## src/design/rsv_consts.vh

```
`ifndef RSV_CONSTS_VH
`define RSV_CONSTS_VH
// register index (printed offset not a multiple of four: byte address is 4x)
`define RSV_IDX_STARTUP 8'h73
`define RSV_IDX_REGCTRL 8'h10
`define RSV_IDX_STATUS 8'h1B
`define RSV_IDX_SOURCE 8'h03
`define RSV_IDX_EVENTS 8'h61
`define RSV_IDX_EVEN 8'h1C
`define RSV_IDX_WDCTRL 8'h02
`define RSV_IDX_CMD 8'h01
// start-up register fields
`define RSV_RLC_HI 5
`define RSV_RLC_LO 4
`define RSV_SUC_BIT 3
`define RSV_STARTUP_RST 8'h00
`define RSV_STARTUP_MASK 8'h38
// mode codes
`define RSV_M_NORMAL 3'h0
`define RSV_M_STANDBY 3'h1
`define RSV_M_SLEEP 3'h2
`define RSV_M_RESET 3'h3
`define RSV_M_OTP 3'h4
`define RSV_M_OFF 3'h5
// reset source codes
`define RSV_SRC_NONE 4'h0
`define RSV_SRC_OFF_EXIT 4'h1
`define RSV_SRC_CAN_WAKE 4'h2
`define RSV_SRC_DIAG_WAKE 4'h3
`define RSV_SRC_LOCAL_WAKE 4'h4
`define RSV_SRC_WD_EARLY 4'h5
`define RSV_SRC_WD_OVF 4'h6
`define RSV_SRC_ILL_SLEEP 4'h7
`define RSV_SRC_EXT_PIN 4'h8
`define RSV_SRC_OTP_EXIT 4'h9
`define RSV_SRC_UV 4'hA
`define RSV_SRC_NV_PROG 4'hB
`define RSV_SRC_FRAME_ERR 4'hC
`define RSV_SRC_WDCHG 4'hD
// pulse widths in microseconds, least figure of each printed range
`define RSV_W00_US 20000
`define RSV_W01_US 10000
`define RSV_W10_US 3600
`define RSV_W11_US 1000
`define RSV_CLK_MHZ 25
`define RSV_CMD_SLEEP 8'h01
`endif

```

## src/design/rsv_reset_supervisor.v

```verilog
// What this block does
// - any reset enters reset mode, pulses pin
// - external pin pull-down detected as reset
// - undervoltage-linked resets use selected cold width
// - watchdog, pin and illegal-sleep resets use shortest width
// - width field selects four cold pulse lengths
// - start-up bit loads aux config 00/11
// - undervoltage resets except sleep, overtemp or off
// - reset after nv programming and off exit
// - watchdog faults and pending-fail overflow reset
// - watchdog reconfigure in normal resets
// - every sleep wake-up passes reset mode
// - overtemp exit and illegal sleep reset
// - overtemp enters otp mode, supplies off
// - cooled overtemp goes standby via reset
// - warning threshold sets status and event
// - low battery enters off mode
// - power-on start-up delay, then reset, event
// - threshold select, fixed in low-voltage variant
// - threshold loaded from nv default
// - enabled 90 percent dip captures event
// - 90 percent status readable
// - reset cause readable as source code
//
// Decided for this implementation: the Avalon-MM register port.
`include "rsv_consts.vh"
`timescale 1ns/100ps
`default_nettype none
module rsv_reset_supervisor #(
  parameter W00_CYC = `RSV_W00_US * `RSV_CLK_MHZ,
  parameter W01_CYC = `RSV_W01_US * `RSV_CLK_MHZ,
  parameter W10_CYC = `RSV_W10_US * `RSV_CLK_MHZ,
  parameter W11_CYC = `RSV_W11_US * `RSV_CLK_MHZ,
  parameter STARTUP_CYC = 25000,
  parameter LOW_V_VARIANT = 0,
  parameter CW = 20
) (
  input wire ref_clk,
  input wire rst_n,
  input wire [9:0] avs_address,
  input wire avs_read,
  input wire avs_write,
  input wire [31:0] avs_writedata,
  input wire [3:0] avs_byteenable,
  output reg [31:0] avs_readdata,
  output wire avs_waitrequest,
  input wire reset_pin_in,
  output wire reset_out_n_pin_o,
  output wire reset_out_n_pin_oe,
  input wire [1:0] main_supply_thresh_default,
  input wire nv_startup_suc,
  input wire [1:0] nv_startup_rlc,
  input wire main_supply_below_sel,
  input wire main_supply_below_90,
  input wire bat_below_poff,
  input wire bat_above_pon,
  input wire temp_above_act,
  input wire temp_below_rel,
  input wire temp_above_warn,
  input wire nv_prog_done,
  input wire wd_overflow_window,
  input wire wd_early_window,
  input wire wd_overflow_timeout,
  input wire wake_local,
  input wire wake_can,
  input wire wake_diag,
  input wire wake_frame_err,
  input wire sleep_cmd_illegal,
  input wire [2:0] mode_req,
  input wire mode_req_valid,
  output reg [2:0] mode,
  output wire main_supply_on,
  output wire aux_supply_on,
  output wire can_on,
  output wire pnp_on,
  output reg [1:0] main_supply_reset_thresh
);
  reg [7:0] startup;
  reg [1:0] aux_supply_cfg;
  reg main_supply_uv_event_en;
  reg wdog_fail_pending;
  reg overtemp_warn_event;
  reg poweron_event;
  reg main_supply_undervolt_event;
  reg [3:0] reset_source_code;
  reg cold;
  reg [CW-1:0] cnt;
  reg [CW-1:0] su_cnt;
  reg ack;
  reg pin_q;
  reg warn_q;
  reg uv_q;
  reg loaded;
  reg [3:0] src;
  wire [7:0] idx = avs_address[9:2];
  wire req = avs_read | avs_write;
  // write lands on the edge where waitrequest is seen low
  wire wr = avs_write & ack & avs_byteenable[0];
  wire [7:0] wd = avs_writedata[7:0];
  // one wait cycle so every answer is registered
  assign avs_waitrequest = req & ~ack;
  wire in_sleep = (mode == `RSV_M_SLEEP);
  wire in_otp = (mode == `RSV_M_OTP);
  wire in_off = (mode == `RSV_M_OFF);
  wire pin_low_ext = ~reset_pin_in & (mode != `RSV_M_RESET) & ~in_otp & ~in_off;
  wire wd_change = wr & (idx == `RSV_IDX_WDCTRL) & (mode == `RSV_M_NORMAL);
  wire uv_reset = main_supply_below_sel & ~in_sleep & ~in_otp & ~in_off;
  wire otp_exit = in_otp & temp_below_rel;
  wire sleep_wake = in_sleep & (wake_local | wake_can | wake_diag | wake_frame_err);
  wire wd_ovf_fail = wd_overflow_timeout & wdog_fail_pending;
  // priority picks one code when several arrive together
  always @* begin
    src = `RSV_SRC_NONE;
    if (wd_change)
      src = `RSV_SRC_WDCHG;
    if (sleep_cmd_illegal & ~in_off & ~in_otp)
      src = `RSV_SRC_ILL_SLEEP;
    if (pin_low_ext)
      src = `RSV_SRC_EXT_PIN;
    if (~in_off & ~in_otp & ~in_sleep & (wd_overflow_window | wd_ovf_fail))
      src = `RSV_SRC_WD_OVF;
    if (~in_off & ~in_otp & ~in_sleep & wd_early_window)
      src = `RSV_SRC_WD_EARLY;
    if (sleep_wake & wake_frame_err)
      src = `RSV_SRC_FRAME_ERR;
    else if (sleep_wake & wake_diag)
      src = `RSV_SRC_DIAG_WAKE;
    else if (sleep_wake & wake_can)
      src = `RSV_SRC_CAN_WAKE;
    else if (sleep_wake)
      src = `RSV_SRC_LOCAL_WAKE;
    if (uv_reset)
      src = `RSV_SRC_UV;
    if (otp_exit)
      src = `RSV_SRC_OTP_EXIT;
  end
  wire src_cold = uv_reset | otp_exit | sleep_wake | main_supply_below_sel;
  wire [CW-1:0] cold_len =
    (startup[`RSV_RLC_HI:`RSV_RLC_LO] == 2'b00) ? W00_CYC[CW-1:0] :
    (startup[`RSV_RLC_HI:`RSV_RLC_LO] == 2'b01) ? W01_CYC[CW-1:0] :
    (startup[`RSV_RLC_HI:`RSV_RLC_LO] == 2'b10) ? W10_CYC[CW-1:0] :
    W11_CYC[CW-1:0];
  wire [CW-1:0] next_len = (cold | src_cold) ? cold_len : W11_CYC[CW-1:0];
  always @(posedge ref_clk or negedge rst_n) begin
    if (!rst_n) begin
      mode <= `RSV_M_OFF;
      cnt <= {CW{1'b0}};
      su_cnt <= {CW{1'b0}};
      cold <= 1'b1;
      reset_source_code <= `RSV_SRC_NONE;
      poweron_event <= 1'b0;
    end else begin
      // clear first so a same-cycle power-on set wins
      if (wr & (idx == `RSV_IDX_EVENTS) & wd[0])
        poweron_event <= 1'b0;
      if (bat_below_poff) begin
      mode <= `RSV_M_OFF;
      su_cnt <= {CW{1'b0}};
      cold <= 1'b1;
    end else if (in_off) begin
      if (!bat_above_pon)
        su_cnt <= {CW{1'b0}};
      else if (su_cnt < STARTUP_CYC[CW-1:0] - 1'b1)
        su_cnt <= su_cnt + 1'b1;
      else begin
        mode <= `RSV_M_RESET;
        cnt <= cold_len;
        poweron_event <= 1'b1;
        reset_source_code <= `RSV_SRC_OFF_EXIT;
      end
    end else if (nv_prog_done) begin
      mode <= `RSV_M_OFF;
      su_cnt <= {CW{1'b0}};
      cold <= 1'b1;
      reset_source_code <= `RSV_SRC_NV_PROG;
    end else if (temp_above_act & ~in_sleep & ~in_otp) begin
      mode <= `RSV_M_OTP;
    end else if (src != `RSV_SRC_NONE) begin
      mode <= `RSV_M_RESET;
      cnt <= next_len;
      cold <= cold | src_cold;
      reset_source_code <= src;
    end else if (mode == `RSV_M_RESET) begin
      if (main_supply_below_sel)
        cold <= 1'b1;
      if (cnt > 1)
        cnt <= cnt - 1'b1;
      else begin
        mode <= `RSV_M_STANDBY;
        cold <= 1'b0;
      end
    end else if (mode_req_valid & ~in_otp) begin
      case (mode_req)
        `RSV_M_NORMAL: mode <= `RSV_M_NORMAL;
        `RSV_M_STANDBY: mode <= `RSV_M_STANDBY;
        `RSV_M_SLEEP: mode <= `RSV_M_SLEEP;
        default: mode <= mode;
      endcase
    end
    end
  end
  // reset/otp/off modes drive low; ext pin pull enters reset mode, pin low held there
  assign reset_out_n_pin_o = 1'b0;
  assign reset_out_n_pin_oe = (mode == `RSV_M_RESET) | in_otp | in_off;
  assign main_supply_on = ~in_otp & ~in_sleep & ~in_off;
  assign can_on = ~in_otp & ~in_off & ~in_sleep;
  assign pnp_on = main_supply_on;
  assign aux_supply_on = ~in_otp & ~in_off & (
    (aux_supply_cfg == 2'b11) |
    ((aux_supply_cfg == 2'b10) & ~in_sleep) |
    ((aux_supply_cfg == 2'b01) & (mode == `RSV_M_NORMAL)));
  // register file and event flags; hardware set wins over clear
  always @(posedge ref_clk or negedge rst_n) begin
    if (!rst_n) begin
      startup <= `RSV_STARTUP_RST;
      aux_supply_cfg <= 2'b00;
      main_supply_reset_thresh <= 2'b00;
      main_supply_uv_event_en <= 1'b0;
      wdog_fail_pending <= 1'b0;
      overtemp_warn_event <= 1'b0;
      main_supply_undervolt_event <= 1'b0;
      loaded <= 1'b0;
      ack <= 1'b0;
      avs_readdata <= 32'h00000000;
      warn_q <= 1'b0;
      uv_q <= 1'b0;
    end else begin
      ack <= req & ~ack;
      warn_q <= temp_above_warn & ~in_sleep & ~in_off;
      uv_q <= main_supply_below_90;
      if (!loaded) begin
        // nv image caught after release, not under reset
        loaded <= 1'b1;
        startup <= {2'b00, nv_startup_rlc, nv_startup_suc, 3'b000};
        aux_supply_cfg <= nv_startup_suc ? 2'b11 : 2'b00;
        main_supply_reset_thresh <= LOW_V_VARIANT ? 2'b00 : main_supply_thresh_default;
      end else begin
        if (wr & (idx == `RSV_IDX_STARTUP))
          startup <= wd & `RSV_STARTUP_MASK;
        if (wr & (idx == `RSV_IDX_REGCTRL)) begin
          aux_supply_cfg <= wd[3:2];
          // low-voltage variant keeps 90 percent
          main_supply_reset_thresh <= LOW_V_VARIANT ? 2'b00 : wd[1:0];
        end
        if (wr & (idx == `RSV_IDX_EVEN))
          main_supply_uv_event_en <= wd[0];
      end
      if (wd_overflow_timeout)
        wdog_fail_pending <= 1'b1;
      else if (wr & (idx == `RSV_IDX_EVENTS) & wd[3])
        wdog_fail_pending <= 1'b0;
      if (temp_above_warn & ~in_sleep & ~in_off & ~warn_q)
        overtemp_warn_event <= 1'b1;
      else if (wr & (idx == `RSV_IDX_EVENTS) & wd[1])
        overtemp_warn_event <= 1'b0;
      if (main_supply_uv_event_en & main_supply_below_90 & ~uv_q)
        main_supply_undervolt_event <= 1'b1;
      else if (wr & (idx == `RSV_IDX_EVENTS) & wd[2])
        main_supply_undervolt_event <= 1'b0;
      if (avs_read & ~ack) begin
        case (idx)
          `RSV_IDX_STARTUP: avs_readdata <= {24'h000000, startup};
          `RSV_IDX_REGCTRL: avs_readdata <= {28'h0000000, aux_supply_cfg,
            main_supply_reset_thresh};
          `RSV_IDX_STATUS: avs_readdata <= {29'h00000000, in_otp, temp_above_warn,
            main_supply_below_90};
          `RSV_IDX_SOURCE: avs_readdata <= {25'h0000000, mode, reset_source_code};
          `RSV_IDX_EVENTS: avs_readdata <= {28'h0000000, wdog_fail_pending,
            main_supply_undervolt_event, overtemp_warn_event, poweron_event};
          `RSV_IDX_EVEN: avs_readdata <= {31'h00000000, main_supply_uv_event_en};
          default: avs_readdata <= 32'h00000000;
        endcase
      end
    end
  end
endmodule
`default_nettype wire

```

## config.mk

```make
export PLATFORM = sky130hd
export DESIGN_NAME = rsv_reset_supervisor
export DESIGN_NICKNAME = d
export VERILOG_FILES = /design/src/design/rsv_reset_supervisor.v
export VERILOG_INCLUDE_DIRS = /design/src /design/src/design
export SDC_FILE = /design/constraint.sdc
export NUM_CORES = 1
export LEC_CHECK = 0
export BUFFER_PORTS_ARGS = -buffer_cell sky130_fd_sc_hd__buf_2
export CELL_PAD_IN_SITES_DETAIL_PLACEMENT = 0
export CELL_PAD_IN_SITES_GLOBAL_PLACEMENT = 1
export CORE_MARGIN = 2
export CORE_UTILIZATION = 40
export CTS_CLUSTER_SIZE = 40
export DETAILED_ROUTE_END_ITERATION = 16
export HOLD_SLACK_MARGIN = 0.02
export PLACE_DENSITY_LB_ADDON = 0.1
export SKIP_CTS_REPAIR_TIMING = 1
export SLEW_MARGIN = 20
export SYNTH_ARGS = -nofsm -noshare
export SYNTH_HDL_FRONTEND = slang
export SYNTH_SLANG_ARGS = --single-unit
```

## constraint.sdc

```tcl
create_clock -name ref_clk -period 3 [get_ports ref_clk]
set_input_delay 0.15 -clock ref_clk [delete_from_list [all_inputs] [get_ports ref_clk]]
set_output_delay 0.15 -clock ref_clk [all_outputs]
set_load 0.005 [all_outputs]
```

==> results.txt, run 1 <==
----------------------------------------------------
[Run status]
  Result of the run ... completed

[Clocking]
  CTS tree ... yes
  Clock buffer depth ... 2
  Number of sinks handled by clock tree synthesis ... 71
  Number of buffers created by CTS ... 9
  Clk slew on worst S/H paths ... approximately 0.060 ns
  Skew-Pair Late Insertion Delay ... 0.34 ns
  Root buf cell ... clkbuf_16
  H-tree depth reported by CTS ... 3

[Timing]
  Actual slew at the worst max-slew pin ... 0.7921 ns
  Final period utilization ... 95.25%
  RSZ-0062 raised after global routing ... no
  Relative max-transition margin ... 47.19%
  Setup-failing EPs final ... 0
  Max Fclk ... roughly 350 MHz
  Post-route worst setup slack ... 0.1425 ns
  Post-route minimum period ... around 2.9 ns
  Final setup TNS ... 0 ns
  Count of pins over their slew limit ... 0
  Final number of hold-violating endpoints ... 0
  Setup skew after layout ... a little under 0.009 ns

[Finish]
  Most common cell after layout, fill and taps aside ... dfrtp_1
  Final non-filler cell total ... 766
  Area of the multi-input gates ... 2600 µm²
  Fill count ... 1142
  Post-layout net count ... ~700
  Layout cells sized above 1 ... between 15 and 20%
  Inserted Diodes ... 0
  Commonest non-fill, non-tap cells in the layout ... dfrtp_1, buf_2, nor2_1
  Area occupied by registers ... 1780 µm²
  Area growth from synthesis to layout ... 17.93%
  Final design area excluding fillers ... 5488 µm²

[Routing]
  Vias per std cell ... ~5.6
  Routed vias ... between 4000 and 5000
  Remaining design rule violation count ... 0
  DRT iter0 DRCs ... between 200 and 300
  Antenna Nets Post-Route ... 0
  Sum of routed wire length over all layers ... 13030 µm
  Final routed wire length divided by cell count ... 17.01 µm
  Detailed-routing iteration count for the pre-antenna-repair pass ... 6

[Setup path]
  Start-to-end type of the worst setup path ... reg2reg
  Startpoint kind of the worst setup timing path ... register
  Cell type group with the largest total delay on the critical path ... simple AND/OR/NAND/NOR gates
  Crit Path Max Fanout ... 13
  CP arrival ... 3.12 ns
  Reg2Reg Depth ... 8
  CP Buf/Inv Count ... 1
  Critical Path RT ... 3.27 ns
  Cell depth of the worst setup path ... 8
  CP cell instances ... or3b_4 -> and3_4 -> or4b_4 -> a21oi_4 -> nand2_1 -> buf_4 -> or4_1 -> o21ai_1
  Endpoint type of the worst setup path ... register
  Worst path slowest cell ... or4b_4
  Slowest stage delay, CP ... 0.53 ns

[GRT]
  All-layer global routing usage ... 21.41%
  First-pass GRT wire length ... 21260 µm
  Grt total ovfl ... 0
  Vias in the first global route ... slightly above 4000
  Pin count of the biggest net entering global routing ... 35
  Initial antenna violation count ... 0

[Min path]
  HP Class ... in2reg
  Worst Hold Path Cells ... 3

[Logic synthesis]
  Synth Warn # ... 0
  Post-synthesis sequential area ratio ... 38.26%
  Xor and xnor area share after synthesis ... approximately 1.3%
  Number of distinct library cells after synthesis ... 69
  Top post-synthesis cells by area ... dfrtp_1, buf_4, nor2_1, nand2_1, a21oi_1
  Proportion of synthesized flip-flops having asynchronous set or reset ... 100.0%
  Compound-Gate Fraction of Synth Area ... 20.38%
  Post-synthesis instance area ... 4653 µm²
  Cell taking the most area after synthesis ... dfrtp_1
  Synthesized area per cell ... 8.665 µm²
  Synth Flop Type ... dfrtp_1
  Post-synth EDFFs ... 0
  Adder-cell area share of the yosys netlist ... around 2.2%
  FF+latch count, synth ... 71
  Simple-gate share of the synthesized area ... a little over a quarter
  Synth top area share ... 36.57%
  Synthesized instance count ... roughly 540
  Combinational family with the most area after synthesis ... simple AND/OR/NAND/NOR gates
  Share of synthesized area spent on multiplexers ... 3.576%

[Floorplanning]
  Placement row count ... 39
  Placeable Area ... 11370 µm²
  Total die area ... 12510 µm²
  Starting utilization of the core area ... 40.93%
  Die Y-Extent ... between 100 and 150 µm
  Number of top-level pins ... 120
  Horizontal die dimension ... 111.9 µm

[Job]
  Number of max-cap violations ... 0

[Power]
  Internal power consumption ... approximately 0.0025 W
  Seq pwr share ... 32.3%
  Switching share of power ... 38.38%
  Leakage component of the power ... 2.527 nW
  Clk pwr share ... 27.0%
  Net switching power ... around 0.0016 W
  Combinational cell fraction of total power ... 40.7%
  Power density over cell area ... about 750 nW/µm²
  Peak supply drop ... 0.3158 mV

[Placed design]
  Cell area after placement ... between 5000 and 6000 µm²
  Sum of net half-perimeters after detailed placement ... 9943 µm
  Worst slack after detailed placement ... 0.1860 ns
  Inst Count DP ... 747
  PortBufs ... between 60 and 70
  Routability congestion estimate ... 0.9024

----------------------------------------------------
## worst paths after layout
kind                                          startpoint                     endpoint  slack (ns)
hold / removal             main_supply_thresh_default[1]  main_supply_reset_thresh[1]        0.06
setup reg to reg                                 mode[1]                       cnt[1]        0.14
max in group asynchronous                          rst_n                      mode[2]        1.71
hold reg to reg                                     uv_q  main_supply_undervolt_event        0.42
min in group asynchronous                          rst_n                      cnt[12]        0.43
setup / recovery                                 mode[1]                       cnt[1]        0.14
## worst reg2reg max path, cell delays in order (launching register included)
cell and delay [ns]:
dfrtp_1 0.46, or3b_4 0.45, and3_4 0.20, or4b_4 0.53
a21oi_4 0.17, nand2_1 0.15, buf_4 0.25, or4_1 0.48
o21ai_1 0.09
## Yosys cell counts, types with 6 or more instances
library cell,n
dfrtp_1,68
nor2_1,48
nand2_1,47
buf_4,28
a21oi_1,27
o21ai_0,22
nand3_1,20
nor3_1,20
inv_1,18
or3_1,14
and2_1,12
clkbuf_1,12
a21o_1,11
mux2i_1,11
a31oi_1,10
and3_1,10
nor4_1,10
o21ai_1,9
ha_1,8
nand2b_1,8
or4_1,8
xnor2_1,7
a211o_1,6
nand4_1,6
## per-stage QoR
step	util [%]	hold WS, ns	total power, W
floorplan	-	-0.1456	0.002428
global placement	45.27	0.2869	0.002997
detailed placement	45.27	0.2849	0.003018
CTS	48.00	-0.08342	0.004165
global route	48.27	0.07215	0.004429
finish	48.27	0.05904	0.004131
## per-layer routing
layer  vias up  global-route usage [%]  part of all wire (%)
met5         -                       0                     0
met4         0                   8.477                   1.8
met3        16                   5.008                   5.2
met2       112                   32.77                    45
met1      2055                   29.37                    48
li1       2091                       -                     -
## flip-flops by register name, summed over array words and instances (netlist names)
register / cells
ack: 1
aux_supply_cfg: 2
avs_readdata: 7
cnt: 20
cold: 1
loaded: 1
main_supply_reset_thresh: 2
main_supply_undervolt_event: 1
main_supply_uv_event_en: 1
mode: 3
overtemp_warn_event: 1
poweron_event: 1
reset_source_code: 4
startup: 3
su_cnt: 20
uv_q: 1
warn_q: 1
wdog_fail_pending: 1
## cell families (layout without fill, tap and decap cells)
group	Yosys count	after routing
AO/OA/AOI/OAI	137	137
XOR/XNOR	7	7
other	2	27
flip-flops	71	71
AND/OR/NAND/NOR	230	230
multiplexers	16	16
adder cells (fa/ha/maj)	8	8
buffers and inverters	66	127
## power groups by stage
stage / clock network, W / logic (W) / registers (W)
final: 0.00112 / 0.00168 / 0.00133
after CTS: 0.00115 / 0.00168 / 0.00133
after global placement: 0 / 0.00166 / 0.00134
after floorplan: 0 / 0.00116 / 0.00127
after detailed placement: 0 / 0.00167 / 0.00135
after global routing: 0.00118 / 0.00187 / 0.00137
## layout make-up
cell class                 count  area share (%)
sequential                    71           32.44
multi-input combinational    425           47.38
clock inverter                 3          0.7296
inverter                      18           1.231
tap                          143           3.260
clock buffer                  13           4.925
timing repair buffer          93           10.03
No activity file was read; power rests on OpenSTA's default activity.
==> inputs of run 2 (changes only) <==
--- a/config.mk
+++ b/config.mk
@@ -15,6 +15,7 @@
 export DETAILED_ROUTE_END_ITERATION = 16
 export HOLD_SLACK_MARGIN = 0.02
 export PLACE_DENSITY_LB_ADDON = 0.1
+export SETUP_SLACK_MARGIN = 0.15
 export SKIP_CTS_REPAIR_TIMING = 1
 export SLEW_MARGIN = 20
 export SYNTH_ARGS = -nofsm -noshare
==> run 2 against run 1 <==
Compared with the run above: power is 1.8% higher; clock-buffer cell count stayed put; sequential share of layout area is 0.35 points lower; fmax is 3.3% higher; global-route usage stayed put; first-iteration DRC count is 0.38% lower; critical path depth stayed put; wire length is 0.16% higher; via count is 0.12% higher; die area stayed put; largest cell class unchanged.
==> results.txt, run 2 (synthesis gave the netlist of run 1 again) <==
----------------------------------------------------
[Timing]
  Relative max-transition margin ... 46.00% (-1.2 points)
  Final number of hold-violating endpoints ... 0 (unchanged)
  Setup skew after layout ... 0.008611 ns (-0.00009818 ns)
  RSZ-0062 raised after global routing ... yes
  Post-route minimum period ... 2.765 ns (-0.09257 ns)
  Actual slew at the worst max-slew pin ... 0.8100 ns (+0.01787 ns)
  Final period utilization ... 92.16% (-3.1 points)
  Post-route worst setup slack ... 0.2351 ns (+0.09257 ns)
  Max Fclk ... 361.7 MHz (+3.3%)
  Setup-failing EPs final ... 0 (unchanged)
  Count of pins over their slew limit ... 0 (unchanged)
  Final setup TNS ... 0 ns (unchanged)

[GRT]
  Initial antenna violation count ... 0 (unchanged)
  First-pass GRT wire length ... 21260 µm (unchanged)
  Pin count of the biggest net entering global routing ... 35 (unchanged)
  GRT busiest layer ... met2
  Met1 demand-to-capacity share in global routing ... 29.37% (unchanged)
  All-layer global routing usage ... 21.41% (unchanged)
  Vias in the first global route ... 4108 (unchanged)
  Met2 usage in global routing ... 32.77% (unchanged)
  Routing usage on met3 ... 5.008% (unchanged)
  Grt total ovfl ... 0 (unchanged)

[Setup path]
  Slowest stage delay, CP ... 0.53 ns (about the same)
  Crit Path Max Fanout ... 13 (unchanged)
  Cell type group with the largest total delay on the critical path ... simple AND/OR/NAND/NOR gates
  Startpoint kind of the worst setup timing path ... register
  CP arrival ... 3.03 ns (-0.09 ns)
  Worst R2R Setup Slack ... 0.24 ns (+0.09 ns)
  CP cell instances ... or3b_4 -> and3_4 -> or4b_4 -> a21oi_4 -> nand2_1 -> buf_6 -> or4_1 -> o21ai_1
  Reg-to-reg endpoint ... cnt[1]
  Reg-to-reg startpoint ... mode[1]
  Worst path slowest cell ... or4b_4
  Endpoint type of the worst setup path ... register
  Critical Path RT ... 3.27 ns (about the same)
  CP Buf/Inv Count ... 1 (unchanged)
  Reg2Reg Depth ... 8 (unchanged)
  Start-to-end type of the worst setup path ... reg2reg

[Routing]
  Vias per std cell ... 5.550 (-0.53%)
  Routed vias ... 4279 (+0.12%)
  Remaining design rule violation count ... 0 (unchanged)
  Sum of routed wire length over all layers ... 13050 µm (+0.16%)
  Antenna Nets Post-Route ... 0 (unchanged)
  Final routed wire length divided by cell count ... 16.92 µm (-0.49%)
  DRT iter0 DRCs ... 264 (-0.38%)
  Detailed-routing iteration count for the pre-antenna-repair pass ... 6 (unchanged)

[Finish]
  Top flop regs ... cnt (20), su_cnt (20), avs_readdata (7)
  Core Util, Final ... 48.83% (+0.56 points)
  Most common cell after layout, fill and taps aside ... dfrtp_1
  Commonest non-fill, non-tap cells in the layout ... dfrtp_1, buf_2, nor2_1
  Final design area excluding fillers ... 5552 µm² (+1.2%)
  Inserted Diodes ... 0 (unchanged)
  Fill count ... 1143 (+0.088%)
  Final non-filler cell total ... 771 (+0.65%)
  Area growth from synthesis to layout ... 19.31%
  Post-layout net count ... 707 (+0.71%)
  Layout cells sized above 1 ... 21.18% (+1.8 points)

[Clocking]
  Root buf cell ... clkbuf_16
  H-tree depth reported by CTS ... 3 (unchanged)
  Clk slew on worst S/H paths ... 0.06 ns (about the same)
  Skew-Pair Late Insertion Delay ... 0.34 ns (about the same)
  Number of sinks handled by clock tree synthesis ... 71 (unchanged)
  CTS tree ... yes
  Clock buffer depth ... 2 (unchanged)
  Number of buffers created by CTS ... 9 (unchanged)

[Placed design]
  Routability congestion estimate ... 0.9024 (unchanged)
  Sum of net half-perimeters after detailed placement ... 9943 µm (unchanged)
  Inst Count DP ... 747 (unchanged)
  PortBufs ... 62 (unchanged)
  Cell area after placement ... 5147 µm² (unchanged)
  Worst slack after detailed placement ... 0.1860 ns (unchanged)

[Min path]
  Worst min-delay path endpoint ... main_supply_reset_thresh[1]
  Worst Hold Path Cells ... 3 (unchanged)
  Hold path startpoint ... main_supply_thresh_default[1]
  HP Class ... in2reg

[Floorplanning]
  Die Y-Extent ... 111.9 µm (unchanged)
  Placeable Area ... 11370 µm² (unchanged)
  Number of top-level pins ... 120 (unchanged)
  Total die area ... 12510 µm² (unchanged)
  Placement row count ... 39 (unchanged)
  Starting utilization of the core area ... 40.93% (unchanged)
  Horizontal die dimension ... 111.9 µm (unchanged)

[Power]
  Combinational cell fraction of total power ... 41.6% (+0.9 points)
  Net switching power ... 0.001609 W (+1.5%)
  Clk pwr share ... 26.7% (-0.3 points)
  Seq pwr share ... 31.7% (-0.6 points)
  Peak supply drop ... 0.3149 mV (-0.29%)
  Leakage component of the power ... 2.552 nW (+0.99%)
  Power density over cell area ... 757.3 nW/µm² (+0.61%)
  Switching share of power ... 38.27% (-0.11 points)
  Internal power consumption ... 0.002595 W (+2.0%)

[Job]
  Number of max-cap violations ... 0 (unchanged)

[Run status]
  Result of the run ... completed

----------------------------------------------------
## run 2: cell types whose count changed in the layout (fill, tap and decap cells not counted), sizes merged
cell | before | now
buf | 90 | 95
## run 2: power groups by stage
stage / clock [W] / sequential [W] / combinational (W)
floorplan: 0 / 0.00127 / 0.00116
global placement: 0 / 0.00134 / 0.00166
detailed placement: 0 / 0.00135 / 0.00167
CTS: 0.00115 / 0.00133 / 0.00168
global route: 0.00119 / 0.00137 / 0.00194
finish: 0.00112 / 0.00133 / 0.00175
## run 2: per-layer routing
metal	vias to the layer above	share of wire (%)
met5	-	0
met4	0	1.7
met3	16	5.3
met2	122	45
met1	2042	48
li1	2099	-
## run 2: through the flow
step	power [W]	hold slack, ns
after floorplan	0.002428	-0.1456
after global placement	0.002997	0.2869
after detailed placement	0.003018	0.2849
after CTS	0.004165	-0.08342
after global routing	0.004497	0.07215
final	0.004204	0.05831
## run 2: worst max path at each step
| stage | start | end | cells past startpoint |
|---|---|---|---|
| 2_1_floorplan | mode[2] | cnt[12] | 10 |
| 3_3_place_gp | su_cnt[0] | cnt[4] | 8 |
| 3_5_place_dp | mode[1] | cnt[1] | 8 |
| 4_1_cts | mode[1] | cnt[1] | 8 |
| 5_1_grt | mode[2] | cnt[4] | 9 |
| 6_report | mode[1] | cnt[1] | 8 |
## run 2: area by class of cell
type	count	area [µm²]	area share, %
Tap cell	143	178.9	3.223
Clock inverter	3	40.04	0.7212
Inverter	18	67.56	1.217
Clock buffer	13	270.3	4.868
Multi-Input combinational cell	425	2621	47.22
Sequential cell	71	1782	32.09
Timing Repair Buffer	98	591.8	10.66
## run 2: tightest hold or removal path: stages
cell and delay [ns]:
buf_2 0.08, nor2_1 0.03, a21oi_1 0.10
==> inputs of run 3 (changes only) <==
--- a/config.mk
+++ b/config.mk
@@ -9,6 +9,7 @@
 export BUFFER_PORTS_ARGS = -buffer_cell sky130_fd_sc_hd__buf_2
 export CELL_PAD_IN_SITES_DETAIL_PLACEMENT = 0
 export CELL_PAD_IN_SITES_GLOBAL_PLACEMENT = 1
+export CORE_ASPECT_RATIO = 0.8
 export CORE_MARGIN = 2
 export CORE_UTILIZATION = 40
 export CTS_CLUSTER_SIZE = 40
==> run 3 against run 2 <==
Compared with the run above: via count rose by 2.6%; sequential power barely moved; clock power fell by 12%; cell count rose by 1.0%; wire length rose by 2.1%; combinational power rose by 4%; core utilization fell by 0.22 points; sequential share of layout area barely moved; worst setup slack got worse by 0.0029 ns; critical path type unchanged; sequential cell count did not move; clock-buffer cell count fell by 3; design area barely moved.
==> results.txt, run 3 (synthesis gave the netlist of run 1 again) <==
----------------------------------------------------
[Clocking]
  Clk slew on worst S/H paths ... 0.06 ns (about the same)
  Number of buffers created by CTS ... 9 (unchanged)
  Root buf cell ... clkbuf_16
  CTS tree ... yes
  Skew-Pair Late Insertion Delay ... 0.33 ns (about the same)
  Clock buffer depth ... 2 (unchanged)
  H-tree depth reported by CTS ... 3 (unchanged)
  Number of sinks handled by clock tree synthesis ... 71 (unchanged)

[Setup path]
  Crit Path Max Fanout ... 5 (-8)
  Startpoint kind of the worst setup timing path ... register
  Start-to-end type of the worst setup path ... reg2reg
  Reg-to-reg startpoint ... su_cnt[0]
  Worst path slowest cell ... dfrtp_1
  Reg2Reg Depth ... 8 (unchanged)
  CP arrival ... 2.98 ns (-0.05 ns)
  Critical Path RT ... 3.21 ns (-0.06 ns)
  Slowest stage delay, CP ... 0.40 ns (-0.13 ns)
  Reg-to-reg endpoint ... cnt[12]
  CP cell instances ... ha_2 -> a211o_1 -> a311o_1 -> and3_1 -> or2_1 -> and2_2 -> and4_2 -> or3_1
  Worst R2R Setup Slack ... 0.23 ns (about the same)
  Endpoint type of the worst setup path ... register

[Finish]
  Most common cell after layout, fill and taps aside ... dfrtp_1
  Final design area excluding fillers ... 5555 µm² (about the same)
  Post-layout net count ... 711 (+0.57%)
  Fill count ... 1133 (-0.87%)
  Top flop regs ... cnt (20), su_cnt (20), avs_readdata (7)
  Area of the multi-input gates ... 2628 µm² (+0.24%)
  Inserted Diodes ... 0 (unchanged)
  Layout cells sized above 1 ... 22.35% (+1.2 points)
  Commonest non-fill, non-tap cells in the layout ... dfrtp_1, buf_2, nor2_1
  Area growth from synthesis to layout ... 19.39% (about the same)
  Area occupied by registers ... 1782 µm² (unchanged)

[Min path]
  Worst min-delay path endpoint ... wdog_fail_pending
  HP Class ... in2reg
  Worst Hold Path Cells ... 2 (-1)
  Hold path startpoint ... wd_overflow_timeout

[Floorplanning]
  Placement row count ... 35 (-10%)
  Number of top-level pins ... 120 (unchanged)
  Placeable Area ... 11430 µm² (+0.53%)
  Total die area ... 12520 µm² (about the same)
  Starting utilization of the core area ... 40.71% (-0.22 points)
  Die Y-Extent ... 100.5 µm (-10%)
  Horizontal die dimension ... 124.6 µm (+11%)

[Power]
  Net switching power ... 0.001625 W (+1.0%)
  Internal power consumption ... 0.002490 W (-4.1%)
  Leakage component of the power ... 2.550 nW (about the same)
  Seq pwr share ... 31.9% (+0.2 points)
  Power density over cell area ... 740.8 nW/µm² (-2.2%)
  Clk pwr share ... 23.9% (-2.8 points)
  Switching share of power ... 39.50% (+1.2 points)
  Combinational cell fraction of total power ... 44.2% (+2.6 points)
  Peak supply drop ... 0.3328 mV (+5.7%)

[Timing]
  Hold slack final ... 0.02931 ns (-0.02900 ns)
  RSZ-0062 raised after global routing ... no
  Actual slew at the worst max-slew pin ... 0.7373 ns (-0.07273 ns)
  Relative max-transition margin ... 50.67% (+4.7 points)
  Post-route minimum period ... 2.768 ns (+0.002875 ns)
  Max Fclk ... 361.3 MHz (-0.10%)
  Final period utilization ... 92.26% (+0.096 points)
  Setup skew after layout ... 0.004458 ns (-0.004153 ns)
  Final number of hold-violating endpoints ... 0 (unchanged)
  Setup-failing EPs final ... 0 (unchanged)
  Final setup TNS ... 0 ns (unchanged)
  Count of pins over their slew limit ... 0 (unchanged)

[Job]
  Number of max-cap violations ... 0 (unchanged)

[Routing]
  Sum of routed wire length over all layers ... 13320 µm (+2.1%)
  Final routed wire length divided by cell count ... 17.10 µm (+1.1%)
  Remaining design rule violation count ... 0 (unchanged)
  Routed vias ... 4392 (+2.6%)
  Vias per std cell ... 5.638 (+1.6%)
  Antenna Nets Post-Route ... 0 (unchanged)
  Detailed-routing iteration count for the pre-antenna-repair pass ... 5 (-1)
  DRT iter0 DRCs ... 378 (+43%)

[Placed design]
  Cell area after placement ... 5154 µm² (+0.12%)
  Sum of net half-perimeters after detailed placement ... 10030 µm (+0.88%)
  Routability congestion estimate ... 0.9197 (+1.9%)
  PortBufs ... 62 (unchanged)

[Run status]
  Result of the run ... completed

[GRT]
  Pin count of the biggest net entering global routing ... 49 (+40%)
  Initial antenna violation count ... 0 (unchanged)
  All-layer global routing usage ... 21.32% (-0.091 points)
  First-pass GRT wire length ... 21220 µm (-0.16%)
  Grt total ovfl ... 0 (unchanged)
  Vias in the first global route ... 3960 (-3.6%)

----------------------------------------------------
run 3: layout make-up:
| type | count | share of cell area [%] |
|---|---|---|
| Tap cell | 148 | 3.333 |
| Multi-Input combinational cell | 425 | 47.30 |
| Sequential cell | 71 | 32.07 |
| Inverter | 18 | 1.216 |
| Timing Repair Buffer | 102 | 11.15 |
| Clock buffer | 10 | 4.302 |
| Clock inverter | 5 | 0.6306 |
run 3: power by group through the flow:
stage,Sequential [W],Combinational [W],Clock [W]
floorplan,0.00127,0.00116,0
global route,0.00134,0.00200,0.00106
CTS,0.00132,0.00168,0.00101
global placement,0.00133,0.00165,0
finish,0.00131,0.00182,0.000985
detailed placement,0.00133,0.00167,0
run 3: worst max path at each step:
| stage | startpoint | to | slack (ns) | cells after the start |
|---|---|---|---|---|
| detailed placement | su_cnt[0] | cnt[16] | 0.14 | 9 |
| CTS | su_cnt[0] | cnt[16] | 0.13 | 9 |
| global placement | su_cnt[0] | cnt[4] | 0.17 | 8 |
| global route | mode[0] | cnt[16] | 0.14 | 10 |
| floorplan | mode[2] | cnt[12] | 0.25 | 10 |
| finish | su_cnt[0] | cnt[12] | 0.23 | 8 |
run 3: critical path, delay by kind of cell (launching register included):
kind	cells	cell delay (ns)
and+or+nand+nor	5	1.33
AOI/OAI and AO/OA	2	0.69
DFF	1	0.40
adders and majority gates	1	0.22
run 3: routing by layer:
| metal | part of all wire (%) | up-vias | GRT usage (%) | wire [µm] |
|---|---|---|---|---|
| li1 | - | 2109 | - | - |
| met1 | 51 | 2114 | 32.75 | 6739 |
| met2 | 41 | 162 | 30.18 | 5481 |
| met3 | 7.5 | 7 | 5.467 | 993 |
| met4 | 0.80 | 0 | 4.149 | 106 |
| met5 | 0 | - | 0 | 0 |
run 3: per-stage QoR:
step | cells | worst slack (ns) | utilization [%] | total power (W)
3_5_place_dp | 752 | 0.1436 | 45.09 | 0.003008
6_report | 779 | 0.2322 | 48.60 | 0.004115
4_1_cts | 767 | 0.1335 | 47.49 | 0.004016
5_1_grt | 779 | 0.1439 | 48.60 | 0.004399
2_1_floorplan | 562 | 0.2455 | - | 0.002428
3_3_place_gp | 752 | 0.1695 | 45.09 | 0.002984
